==> src/rtl/clock_control_pkg.sv <==
// shared constants, field layouts and types of the clock control block
package clock_control_pkg;

   // register byte offsets on the APB
   localparam logic [11:0] OSC_CTRL_ADDR = 12'h000;
   localparam logic [11:0] CLK_DIV_ADDR = 12'h004;
   localparam logic [11:0] PLL_FB_ADDR = 12'h008;
   localparam logic [11:0] RC_TRIM_ADDR = 12'h00C;
   localparam logic [11:0] UNLOCK_ADDR = 12'h010;

   // oscillator_control field positions
   localparam int CUR_SRC_LSB = 12;
   localparam int NEW_SRC_LSB = 8;
   localparam int LOCK_BIT = 5;
   localparam int FAIL_BIT = 3;
   localparam int SEC_OSC_BIT = 1;
   localparam int SWITCH_BIT = 0;

   // clock_divisor_control field positions
   localparam int RECOVER_BIT = 15;
   localparam int REDUCTION_LSB = 12;
   localparam int REDUCTION_EN_BIT = 11;
   localparam int RC_POST_LSB = 8;
   localparam int PLL_POST_LSB = 6;
   localparam int PLL_PRE_LSB = 0;

   // reset values, and the reserved PLL postscaler code
   localparam logic [2:0] REDUCTION_RESET = 3'h3;
   localparam logic [2:0] RC_POST_RESET = 3'h0;
   localparam logic [1:0] PLL_POST_RESET = 2'h1;
   localparam logic [4:0] PLL_PRE_RESET = 5'h00;
   localparam logic [8:0] PLL_MULT_RESET = 9'h030;
   localparam logic [5:0] RC_TRIM_RESET = 6'h00;
   localparam logic [1:0] PLL_POST_RESERVED = 2'h2;

   // source codes
   localparam logic [2:0] SRC_FAST_RC = 3'h0;
   localparam logic [2:0] SRC_RC_MULT = 3'h1;
   localparam logic [2:0] SRC_PRIMARY = 3'h2;
   localparam logic [2:0] SRC_PRIMARY_MULT = 3'h3;

   // unlock keys, written in this order to UNLOCK_ADDR
   localparam logic [7:0] UNLOCK_KEY_FIRST = 8'hA5;
   localparam logic [7:0] UNLOCK_KEY_SECOND = 8'h3C;

   // cycles of the new clock to wait before the switch-over
   localparam logic [3:0] SETTLE_CYCLES = 4'hA;
   // edges after reset before fuses are trusted
   localparam logic [1:0] FUSE_SETTLE = 2'h3;

   typedef struct packed {
      logic recover_on_interrupt;
      logic [2:0] reduction_ratio;
      logic reduction_enable;
      logic [2:0] rc_postscaler;
      logic [1:0] pll_postscaler;
      logic [4:0] pll_prescaler;
   } clk_div_s;

   typedef struct packed {
      logic [3:0] pll_postscale;
      logic [5:0] pll_prescale;
      logic [9:0] pll_multiply;
      logic [8:0] rc_divide;
      logic signed [5:0] rc_trim;
   } clock_setting_s;

   typedef enum logic [1:0] {
      SW_IDLE,
      SW_START,
      SW_WAIT_SOURCE,
      SW_SETTLE
   } switch_state_e;

   typedef enum logic [1:0] {
      UL_LOCKED,
      UL_FIRST_KEY,
      UL_OPEN
   } unlock_state_e;

endpackage

==> src/rtl/unlock_guard.sv <==
// two-key unlock sequence guarding writes to oscillator_control
module unlock_guard
   import clock_control_pkg::*;
(
   // clock and reset
   input wire logic pclk,
   input wire logic presetn,
   input wire logic clk_en,
   // register write strobes
   input wire logic wr_stb,
   input wire logic wr_unlock,
   input wire logic wr_osc,
   input wire logic [7:0] wr_data,
   // unlock state
   output logic unlocked
);

   unlock_state_e state_q, state_d;

   always_comb begin
      state_d = state_q;
      if (wr_stb) begin
         // any other write closes the sequence
         if (wr_unlock && wr_data == UNLOCK_KEY_FIRST) begin
            state_d = UL_FIRST_KEY;
         end else if (wr_unlock && wr_data == UNLOCK_KEY_SECOND &&
                      state_q == UL_FIRST_KEY) begin
            state_d = UL_OPEN;
         end else begin
            state_d = UL_LOCKED;
         end
      end
   end

   always_ff @(posedge pclk or negedge presetn) begin
      if (!presetn) begin
         state_q <= UL_LOCKED;
      end else if (clk_en) begin
         state_q <= state_d;
      end
   end

   // open only for the oscillator write itself
   assign unlocked = (state_q == UL_OPEN) && wr_osc;

endmodule

==> src/rtl/doze_divider.sv <==
// processor clock reduction: one cpu tick every 2^code peripheral cycles
module doze_divider
   import clock_control_pkg::*;
(
   // clock and reset
   input wire logic pclk,
   input wire logic presetn,
   input wire logic clk_en,
   // ratio control
   input wire logic reduction_enable,
   input wire logic [2:0] reduction_ratio,
   // cpu clock enable
   output logic cpu_tick
);

   logic [6:0] cnt_q, cnt_d;
   logic tick_q, tick_d;
   logic [6:0] last;

   always_comb begin
      // ratio forced to 1:1 while reduction is off
      last = reduction_enable ? 7'((8'h01 << reduction_ratio) - 8'h01)
                              : 7'h00;
      tick_d = (cnt_q >= last);
      cnt_d = tick_d ? 7'h00 : 7'(cnt_q + 7'h01);
   end

   always_ff @(posedge pclk or negedge presetn) begin
      if (!presetn) begin
         cnt_q <= 7'h00;
         tick_q <= 1'b0;
      end else if (clk_en) begin
         cnt_q <= cnt_d;
         tick_q <= tick_d;
      end
   end

   assign cpu_tick = tick_q;

endmodule

==> src/rtl/clock_control.sv <==
// oscillator switch and divider control with APB register access
// Operation
// - monitor failure sets clock-fail flag, software clears
// - enable bit turns secondary oscillator on
// - switch request set by software, cleared when done
// - recover-on-interrupt clears reduction enable
// - reduction code divides by 1 to 128
// - reduction applies only while enabled
// - RC postscaler divides 1..64, code 7 256
// - PLL postscaler 2, 4, 8; code 10 reserved
// - PLL prescaler is field plus two
// - PLL multiplier is field plus two
// - RC trim is signed two's-complement step
// - unimplemented bits read zero, ignore writes
// - oscillator control writes need unlock sequence
// - primary submode fixed by fuses only
// - switching and monitor need fuse programmed 0
// - disabled: current source follows initial fuse
// - disabled: switch request held at zero
// - equal sources abort the switch request
// - valid switch start clears lock and fail
// - wait ten new-clock cycles after start-up
// - completion clears request, copies new to current
module clock_control
   import clock_control_pkg::*;
(
   // clock, reset, enable
   input wire logic pclk,
   input wire logic presetn,
   input wire logic clk_en,
   // apb slave
   input wire logic psel,
   input wire logic penable,
   input wire logic pwrite,
   input wire logic [11:0] paddr,
   input wire logic [31:0] pwdata,
   output logic [31:0] prdata,
   output logic pready,
   output logic pslverr,
   // configuration fuses
   input wire logic switch_enable_fuse,
   input wire logic [2:0] initial_source_fuse,
   input wire logic [1:0] primary_submode_fuse,
   // oscillator status pins
   input wire logic clock_fail_detect,
   input wire logic pll_locked,
   input wire logic new_source_ready,
   input wire logic new_clock,
   // interrupt activity from the same clock domain
   input wire logic interrupt_event,
   // clock selection outputs
   output logic [2:0] active_source,
   output logic [2:0] target_source,
   output logic [1:0] primary_submode,
   output logic secondary_osc_on,
   output logic switch_busy,
   output logic fail_safe_monitor_on,
   // divider settings
   output logic [8:0] rc_divide,
   output logic [5:0] pll_prescale,
   output logic [9:0] pll_multiply,
   output logic [3:0] pll_postscale,
   output logic signed [5:0] rc_trim,
   // cpu clock reduction
   output logic reduction_active,
   output logic cpu_tick
);

   localparam int SYNC_W = 10;

   // register index of a byte address, zero when unmapped
   function automatic logic [2:0] reg_index(input logic [11:0] addr);
      logic [2:0] idx;
      idx = 3'h0;
      if (addr == OSC_CTRL_ADDR) begin
         idx = 3'h1;
      end else if (addr == CLK_DIV_ADDR) begin
         idx = 3'h2;
      end else if (addr == PLL_FB_ADDR) begin
         idx = 3'h3;
      end else if (addr == RC_TRIM_ADDR) begin
         idx = 3'h4;
      end else if (addr == UNLOCK_ADDR) begin
         idx = 3'h5;
      end
      return idx;
   endfunction

   function automatic logic uses_multiplier(input logic [2:0] src);
      return (src == SRC_RC_MULT) || (src == SRC_PRIMARY_MULT);
   endfunction

   // pin synchronisers
   logic [SYNC_W-1:0] pins;
   logic [SYNC_W-1:0] meta_q, sync_q;
   logic clock_prev_q;

   assign pins = {new_clock, new_source_ready, pll_locked, clock_fail_detect,
                  primary_submode_fuse, initial_source_fuse,
                  switch_enable_fuse};

   always_ff @(posedge pclk or negedge presetn) begin
      if (!presetn) begin
         meta_q <= '0;
         sync_q <= '0;
         clock_prev_q <= 1'b0;
      end else if (clk_en) begin
         meta_q <= pins;
         sync_q <= meta_q;
         clock_prev_q <= sync_q[9];
      end
   end

   logic fuse_switch_off;
   logic [2:0] fuse_source;
   logic [1:0] fuse_submode;
   logic fail_s, lock_s, ready_s, clock_rise;
   logic switching_on;

   assign fuse_switch_off = sync_q[0];
   assign fuse_source = sync_q[3:1];
   assign fuse_submode = sync_q[5:4];
   assign fail_s = sync_q[6];
   assign lock_s = sync_q[7];
   assign ready_s = sync_q[8];
   assign clock_rise = sync_q[9] && !clock_prev_q;
   assign switching_on = !fuse_switch_off;

   // apb decode
   logic setup_phase, wr_stb;
   logic [2:0] wr_idx;
   logic wr_osc, unlocked;

   assign setup_phase = psel && !penable;
   assign wr_stb = psel && penable && pready && pwrite;
   assign wr_idx = reg_index(paddr);

   unlock_guard u_unlock (
      .pclk(pclk),
      .presetn(presetn),
      .clk_en(clk_en),
      .wr_stb(wr_stb),
      .wr_unlock(wr_idx == 3'h5),
      .wr_osc(wr_idx == 3'h1),
      .wr_data(pwdata[7:0]),
      .unlocked(unlocked)
   );

   assign wr_osc = wr_stb && (wr_idx == 3'h1) && unlocked;

   // oscillator control and switch sequencer
   switch_state_e state_q, state_d;
   logic [2:0] cur_q, cur_d, new_q, new_d;
   logic lock_q, lock_d, fail_q, fail_d, sec_q, sec_d, req_q, req_d;
   logic [3:0] settle_q, settle_d;
   logic [1:0] init_q, init_d;

   always_comb begin
      state_d = state_q;
      cur_d = cur_q;
      new_d = new_q;
      lock_d = lock_s;
      fail_d = fail_q;
      sec_d = sec_q;
      req_d = req_q;
      settle_d = settle_q;
      init_d = init_q;
      // fuses reloaded on every edge until the synchronisers have filled
      if (init_q != FUSE_SETTLE) begin
         init_d = 2'(init_q + 2'h1);
         cur_d = fuse_source;
         new_d = fuse_source;
      end
      if (wr_osc) begin
         new_d = pwdata[NEW_SRC_LSB +: 3];
         sec_d = pwdata[SEC_OSC_BIT];
         if (!pwdata[FAIL_BIT]) begin
            fail_d = 1'b0;
         end
         if (pwdata[SWITCH_BIT]) begin
            req_d = 1'b1;
         end
      end
      case (state_q)
         SW_IDLE: begin
            if (req_q && init_q == FUSE_SETTLE) begin
               if (new_q == cur_q) begin
                  req_d = 1'b0;
               end else begin
                  state_d = SW_START;
               end
            end
         end
         SW_START: begin
            lock_d = 1'b0;
            fail_d = 1'b0;
            state_d = SW_WAIT_SOURCE;
         end
         SW_WAIT_SOURCE: begin
            // start-up timer and, for multiplied sources, lock first
            if (ready_s && (!uses_multiplier(new_q) || lock_q)) begin
               settle_d = 4'h0;
               state_d = SW_SETTLE;
            end
         end
         SW_SETTLE: begin
            if (clock_rise) begin
               settle_d = 4'(settle_q + 4'h1);
               if (settle_q == 4'(SETTLE_CYCLES - 4'h1)) begin
                  cur_d = new_q;
                  req_d = 1'b0;
                  state_d = SW_IDLE;
               end
            end
         end
         default: state_d = SW_IDLE;
      endcase
      if (!switching_on) begin
         req_d = 1'b0;
         cur_d = fuse_source;
         state_d = SW_IDLE;
      end
      // a failure in the clearing cycle is kept: set wins
      if (switching_on && fail_s) begin
         fail_d = 1'b1;
      end
   end

   always_ff @(posedge pclk or negedge presetn) begin
      if (!presetn) begin
         state_q <= SW_IDLE;
         cur_q <= SRC_FAST_RC;
         new_q <= SRC_FAST_RC;
         lock_q <= 1'b0;
         fail_q <= 1'b0;
         sec_q <= 1'b0;
         req_q <= 1'b0;
         settle_q <= 4'h0;
         init_q <= 2'h0;
      end else if (clk_en) begin
         state_q <= state_d;
         cur_q <= cur_d;
         new_q <= new_d;
         lock_q <= lock_d;
         fail_q <= fail_d;
         sec_q <= sec_d;
         req_q <= req_d;
         settle_q <= settle_d;
         init_q <= init_d;
      end
   end

   // divider, multiplier and trim registers
   clk_div_s div_q, div_d;
   logic [8:0] mult_q, mult_d;
   logic [5:0] trim_q, trim_d;

   always_comb begin
      div_d = div_q;
      mult_d = mult_q;
      trim_d = trim_q;
      if (wr_stb && wr_idx == 3'h2) begin
         div_d.recover_on_interrupt = pwdata[RECOVER_BIT];
         div_d.reduction_ratio = pwdata[REDUCTION_LSB +: 3];
         div_d.reduction_enable = pwdata[REDUCTION_EN_BIT];
         div_d.rc_postscaler = pwdata[RC_POST_LSB +: 3];
         // the reserved postscaler code is never stored
         if (pwdata[PLL_POST_LSB +: 2] != PLL_POST_RESERVED) begin
            div_d.pll_postscaler = pwdata[PLL_POST_LSB +: 2];
         end
         div_d.pll_prescaler = pwdata[PLL_PRE_LSB +: 5];
      end
      if (wr_stb && wr_idx == 3'h3) begin
         mult_d = pwdata[8:0];
      end
      if (wr_stb && wr_idx == 3'h4) begin
         trim_d = pwdata[5:0];
      end
      // interrupt wins over a software write in the same cycle
      if (div_q.recover_on_interrupt && interrupt_event) begin
         div_d.reduction_enable = 1'b0;
      end
   end

   always_ff @(posedge pclk or negedge presetn) begin
      if (!presetn) begin
         div_q <= '{recover_on_interrupt: 1'b0,
                    reduction_ratio: REDUCTION_RESET,
                    reduction_enable: 1'b0,
                    rc_postscaler: RC_POST_RESET,
                    pll_postscaler: PLL_POST_RESET,
                    pll_prescaler: PLL_PRE_RESET};
         mult_q <= PLL_MULT_RESET;
         trim_q <= RC_TRIM_RESET;
      end else if (clk_en) begin
         div_q <= div_d;
         mult_q <= mult_d;
         trim_q <= trim_d;
      end
   end

   // apb answer registered in the setup cycle
   logic [31:0] rd_word, prdata_q, prdata_d;
   logic pready_q, pready_d, pslverr_q, pslverr_d;

   always_comb begin
      rd_word = 32'h0000_0000;
      if (wr_idx == 3'h1) begin
         rd_word[CUR_SRC_LSB +: 3] = cur_q;
         rd_word[NEW_SRC_LSB +: 3] = new_q;
         rd_word[LOCK_BIT] = lock_q;
         rd_word[FAIL_BIT] = fail_q;
         rd_word[SEC_OSC_BIT] = sec_q;
         rd_word[SWITCH_BIT] = req_q;
      end else if (wr_idx == 3'h2) begin
         rd_word[RECOVER_BIT] = div_q.recover_on_interrupt;
         rd_word[REDUCTION_LSB +: 3] = div_q.reduction_ratio;
         rd_word[REDUCTION_EN_BIT] = div_q.reduction_enable;
         rd_word[RC_POST_LSB +: 3] = div_q.rc_postscaler;
         rd_word[PLL_POST_LSB +: 2] = div_q.pll_postscaler;
         rd_word[PLL_PRE_LSB +: 5] = div_q.pll_prescaler;
      end else if (wr_idx == 3'h3) begin
         rd_word[8:0] = mult_q;
      end else if (wr_idx == 3'h4) begin
         rd_word[5:0] = trim_q;
      end
      pready_d = setup_phase;
      pslverr_d = setup_phase && (wr_idx == 3'h0);
      prdata_d = setup_phase ? rd_word : prdata_q;
   end

   always_ff @(posedge pclk or negedge presetn) begin
      if (!presetn) begin
         pready_q <= 1'b0;
         pslverr_q <= 1'b0;
         prdata_q <= 32'h0000_0000;
      end else if (clk_en) begin
         pready_q <= pready_d;
         pslverr_q <= pslverr_d;
         prdata_q <= prdata_d;
      end
   end

   assign pready = pready_q;
   assign pslverr = pslverr_q;
   assign prdata = prdata_q;

   // registered clock settings for the analog side
   clock_setting_s set_q, set_d;
   logic [2:0] act_q, tgt_q;
   logic [1:0] sub_q;
   logic sec_on_q, busy_q, monitor_q, red_q;

   always_comb begin
      // code 7 jumps to 256 rather than continuing the doubling
      set_d.rc_divide = (div_q.rc_postscaler == 3'h7) ? 9'h100
                        : 9'(9'h001 << div_q.rc_postscaler);
      set_d.pll_prescale = 6'({1'b0, div_q.pll_prescaler} + 6'h02);
      set_d.pll_multiply = 10'({1'b0, mult_q} + 10'h002);
      case (div_q.pll_postscaler)
         2'h0: set_d.pll_postscale = 4'h2;
         2'h3: set_d.pll_postscale = 4'h8;
         default: set_d.pll_postscale = 4'h4;
      endcase
      set_d.rc_trim = $signed(trim_q);
   end

   always_ff @(posedge pclk or negedge presetn) begin
      if (!presetn) begin
         set_q <= '0;
         act_q <= SRC_FAST_RC;
         tgt_q <= SRC_FAST_RC;
         sub_q <= 2'h0;
         sec_on_q <= 1'b0;
         busy_q <= 1'b0;
         monitor_q <= 1'b0;
         red_q <= 1'b0;
      end else if (clk_en) begin
         set_q <= set_d;
         act_q <= cur_q;
         // target follows request only while switching
         tgt_q <= (switching_on && state_q != SW_IDLE) ? new_q : cur_q;
         sub_q <= fuse_submode;
         sec_on_q <= sec_q;
         busy_q <= (state_q != SW_IDLE);
         monitor_q <= switching_on;
         red_q <= div_q.reduction_enable;
      end
   end

   assign active_source = act_q;
   assign target_source = tgt_q;
   assign primary_submode = sub_q;
   assign secondary_osc_on = sec_on_q;
   assign switch_busy = busy_q;
   assign fail_safe_monitor_on = monitor_q;
   assign rc_divide = set_q.rc_divide;
   assign pll_prescale = set_q.pll_prescale;
   assign pll_multiply = set_q.pll_multiply;
   assign pll_postscale = set_q.pll_postscale;
   assign rc_trim = set_q.rc_trim;
   assign reduction_active = red_q;

   doze_divider u_doze (
      .pclk(pclk),
      .presetn(presetn),
      .clk_en(clk_en),
      .reduction_enable(div_q.reduction_enable),
      .reduction_ratio(div_q.reduction_ratio),
      .cpu_tick(cpu_tick)
   );

endmodule

==> config.mk <==
export PLATFORM = sky130hd
export DESIGN_NAME = clock_control
export DESIGN_NICKNAME = d
export VERILOG_FILES = /design/src/rtl/clock_control_pkg.sv /design/src/rtl/unlock_guard.sv /design/src/rtl/doze_divider.sv /design/src/rtl/clock_control.sv
export SDC_FILE = /design/constraint.sdc
export NUM_CORES = 1
export LEC_CHECK = 0
export BUFFER_PORTS_ARGS = -buffer_cell sky130_fd_sc_hd__buf_2
export CAP_MARGIN = 20
export CORE_MARGIN = 2
export CORE_UTILIZATION = 45
export DETAILED_ROUTE_END_ITERATION = 16
export PLACE_DENSITY = 0.68
export SLEW_MARGIN = 20
export SYNTH_ARGS = -nofsm -noshare
export SYNTH_HDL_FRONTEND = slang
export SYNTH_SLANG_ARGS = --single-unit
==> constraint.sdc <==
create_clock -name pclk -period 2.3 [get_ports pclk]
set_clock_uncertainty 0.05 [all_clocks]
set_input_delay 0.23 -clock pclk [delete_from_list [all_inputs] [get_ports pclk]]
set_output_delay 0.23 -clock pclk [all_outputs]
set_load 0.02 [all_outputs]
==> impl_metrics.toml <==
[logic_synthesis]
ys_seq_elements = 142
netlist_top_cells_area = "dfrtp_1 50%, mux2_2 12%, ha_1 3.5%, nand2_1 2.5%, o21ai_0 2.4%"
synth_flop_cell = "dfrtp_1"
yosysWarningCount = 0
synth_cell_types = 65
syn_area_sq_um = 6830
seq_area_frac_synth_pct = 52.1
avgSynthCellArea_sq_um = 11.4
synth_area_leader_cell = "dfrtp_1"
synthArstFlopShare_pct = 100
synth_edf_count = 0
synth_top_area_share_pct = 50.2
netlist_instances = 597

[routing]
totalWireLength_um = 16600
viasPerCell = 5.51
drt_first_pass_iters = 5
drtIter0Drc = 367
vias = 5128
avgRoutedWirePerCell_um = 17.9
postRouteAntennaNets = 0
route.detailed.drc = 0

[power_and_ir_drop]
powerDensity_nw_per_um2 = 830
p_sw_mw = 1.86
leakage_nw = 3.99
swShare_pct = 26.9
p_comb_share_pct = 14.8
share_seq_of_total_power_pct = 42.7
intPower_mw = 5.06
irDropWorstVdd_v = 0.000552
power.total_mw = 6.92
clkPwrFrac_pct = 42.5

[sta]
max-slew-margin-rel_pct = 62.6
finalSetupViolations = 0
fmax_ghz = 0.462
setup_slack_ns = 0.134
finalMaxSlewViolations = 0
final_hold_viol_count = 0
tns_ns = 0
worstMarginPinSlew_ns = 0.561
grt_setup_unrepaired = "false"
period_share_pct = 94.2
fin_crit_ns = 2.17

[setup_path]
worst_ep_arrival_time_ns = 2.45
cp_top_family = "compound AO/OA/AOI/OAI gates"
critPathLaunchType = "flip-flop"
path_max_fanout = 9
worstPathRequired_ns = 2.59
crit_chain = "o31a_1, ha_1, nand2b_1, a2111oi_1, o31ai_1, buf_4, a21oi_1"
cp_num_buf_inv = 1
critical_path_class = "reg2reg"
crit_path_end_kind = "flip-flop"
cpMaxStageDelayCell = "dfrtp_1"
max_stage_delay_ns = 0.46

[clock_network]
cts_max_level = 4
cts.sinks = 142
cts_tree = "yes"
root_buffer = "clkbuf_16"
clk_latency_ns = 0.42
cts.clk_slew.worst_paths_ns = 0.06
clockBufferDepth = 2
numCtsBuffers = 17

[global_route]
grt_max_degree = 62
grt_pass1_vias = 5217
grt_use_total_pct = 21.6
grt_pass1_wl_um = 27100
antenna_found_initial = 0
grt_overflow = 0

[finish]
n_fill_cell = 1299
diodes = 0
final_common_cell = "dfrtp_1"
multi_input_area_sq_um = 3020
seqCellArea_sq_um = 3560
final_area_sq_um = 8340
fin_nets = 810
drive_above_1_share_pct = 33.9
mostFrequentLayoutCells = "137 x dfrtp_1, 106 x buf_2, 74 x mux2_2"
area_growth_pct = 22.2

[floorplanning]
fp.dieH_um = 127
die_w_um = 127
io_pins = 143
rows = 45
die-area_sq_um = 16200
core-area_sq_um = 15000
start_util_pct = 45.4

[placed_design]
place_area_sq_um = 7580
port_buffers = 108
gp_congestion = 0.870
dp_slack_ns = 0.120
dp_hpwl_um = 12100

[run_status]
status = "completed"

[job]
drv_cap = 0

[worst_hold_path]
hp-class = "in2reg"
==> cells in the mapped netlist (2+ instances only) <==
cell type,count
a21boi_0,3
a21oi_1,22
a22o_1,5
a22oi_1,10
a2bb2oi_1,3
and2_1,3
and3_1,2
and3b_1,2
and4_1,4
buf_1,2
buf_2,4
buf_4,18
clkbuf_1,19
dfrtp_1,137
dfstp_2,5
ha_1,19
inv_1,19
mux2_2,74
mux2i_1,10
nand2_1,46
nand2b_1,13
nand3_1,12
nand3b_1,3
nand4_1,9
nand4b_1,2
nor2_1,35
nor2b_1,2
nor3_1,7
nor3b_1,2
o21ai_0,33
o221a_2,3
o22a_1,2
o2bb2ai_1,6
o31a_1,2
o31ai_1,10
o32ai_1,2
or2_2,3
xnor2_1,12
xor2_1,6
==> power groups by stage <==
| stage | Sequential [mW] | Clock, mW | Combinational, mW |
|---|---|---|---|
| 3_3_place_gp | 2.98 | 0 | 0.964 |
| 2_1_floorplan | 3.00 | 0 | 0.612 |
| 4_1_cts | 2.95 | 2.99 | 1.03 |
| 6_report | 2.96 | 2.94 | 1.02 |
| 3_5_place_dp | 3.00 | 0 | 0.997 |
| 5_1_grt | 2.99 | 3.09 | 1.13 |
==> sequential cells by signal, indices dropped and copies added (netlist names), 6 cells and up <==
signal and cells:
prdata 16, pll_multiply 10, pll_prescale 6, rc_divide 8, mult_q 9, sync_q 10
meta_q 10, div_q 15, u_doze.cnt_q 7, trim_q 6, rc_trim 6
==> worst register-to-register path, cell delays in order, from the launching register on <==
cell	delay, ns
dfrtp_1	0.46
o31a_1	0.28
ha_1	0.27
nand2b_1	0.14
a2111oi_1	0.42
o31ai_1	0.14
buf_4	0.18
a21oi_1	0.15
==> what timing repair did <==
action,4_1_cts,5_1_grt
gates resized for setup,0,1
endpoints found under the setup margin,0,4
hold buffers,13,0
hold endpoints to repair,67,0
setup buffers,0,0
==> cells by family (layout without fill, tap and decap cells) <==
family | count (synthesis) | in the layout | synth area share [%]
AO/OA/AOI/OAI | 114 | 114 | 11.3
XOR/XNOR | 18 | 18 | 2.31
adder cells (fa/ha/maj) | 19 | 19 | 3.48
buffers and inverters | 63 | 192 | 4.64
flip-flops | 142 | 142 | 52.1
multiplexers | 84 | 84 | 13.7
other | 1 | 18 | 0.0549
AND/OR/NAND/NOR | 156 | 156 | 12.4
==> through the flow <==
| stage | hold slack [ns] | util, % | instances |
|---|---|---|---|
| detailed placement | 0.185 | 50.4 | 886 |
| CTS | 0.00887 | 55.5 | 931 |
| global placement | 0.181 | 50.4 | 886 |
| finish | 0.0233 | 55.5 | 931 |
| global route | 0.0106 | 55.5 | 931 |
| floorplan | -0.116 | - | 614 |
==> final timing paths <==
kind,startpoint,end,slack [ns],cells after the start
max in group asynchronous,presetn,u_doze.cnt_q[3],1.13,3
hold / removal,interrupt_event,div_q[10],0.02,2
hold reg to reg,prdata[14],prdata[14],0.42,2
setup / recovery,div_q[13],u_doze.cnt_q[4],0.13,7
min in group asynchronous,presetn,rc_divide[2],0.30,2
setup reg to reg,div_q[13],u_doze.cnt_q[4],0.13,7
==> routing by layer <==
| layer | wire length (um) | vias up | GRT usage, % |
|---|---|---|---|
| li1 | - | 2367 | - |
| met1 | 7730 | 2577 | 29.5 |
| met2 | 7800 | 164 | 34.3 |
| met3 | 848 | 20 | 5.57 |
| met4 | 252 | 0 | 6.21 |
| met5 | 0 | - | 0 |
==> cell type report <==
| class | instances | area share, % |
|---|---|---|
| Sequential cell | 142 | 42.7 |
| Multi-Input combinational cell | 409 | 36.1 |
| Timing Repair Buffer | 141 | 9.94 |
| Clock buffer | 21 | 5.64 |
| Tap cell | 188 | 2.82 |
| Clock inverter | 11 | 1.95 |
| Inverter | 19 | 0.855 |
Note: power is estimated with default switching activity, not from simulation.
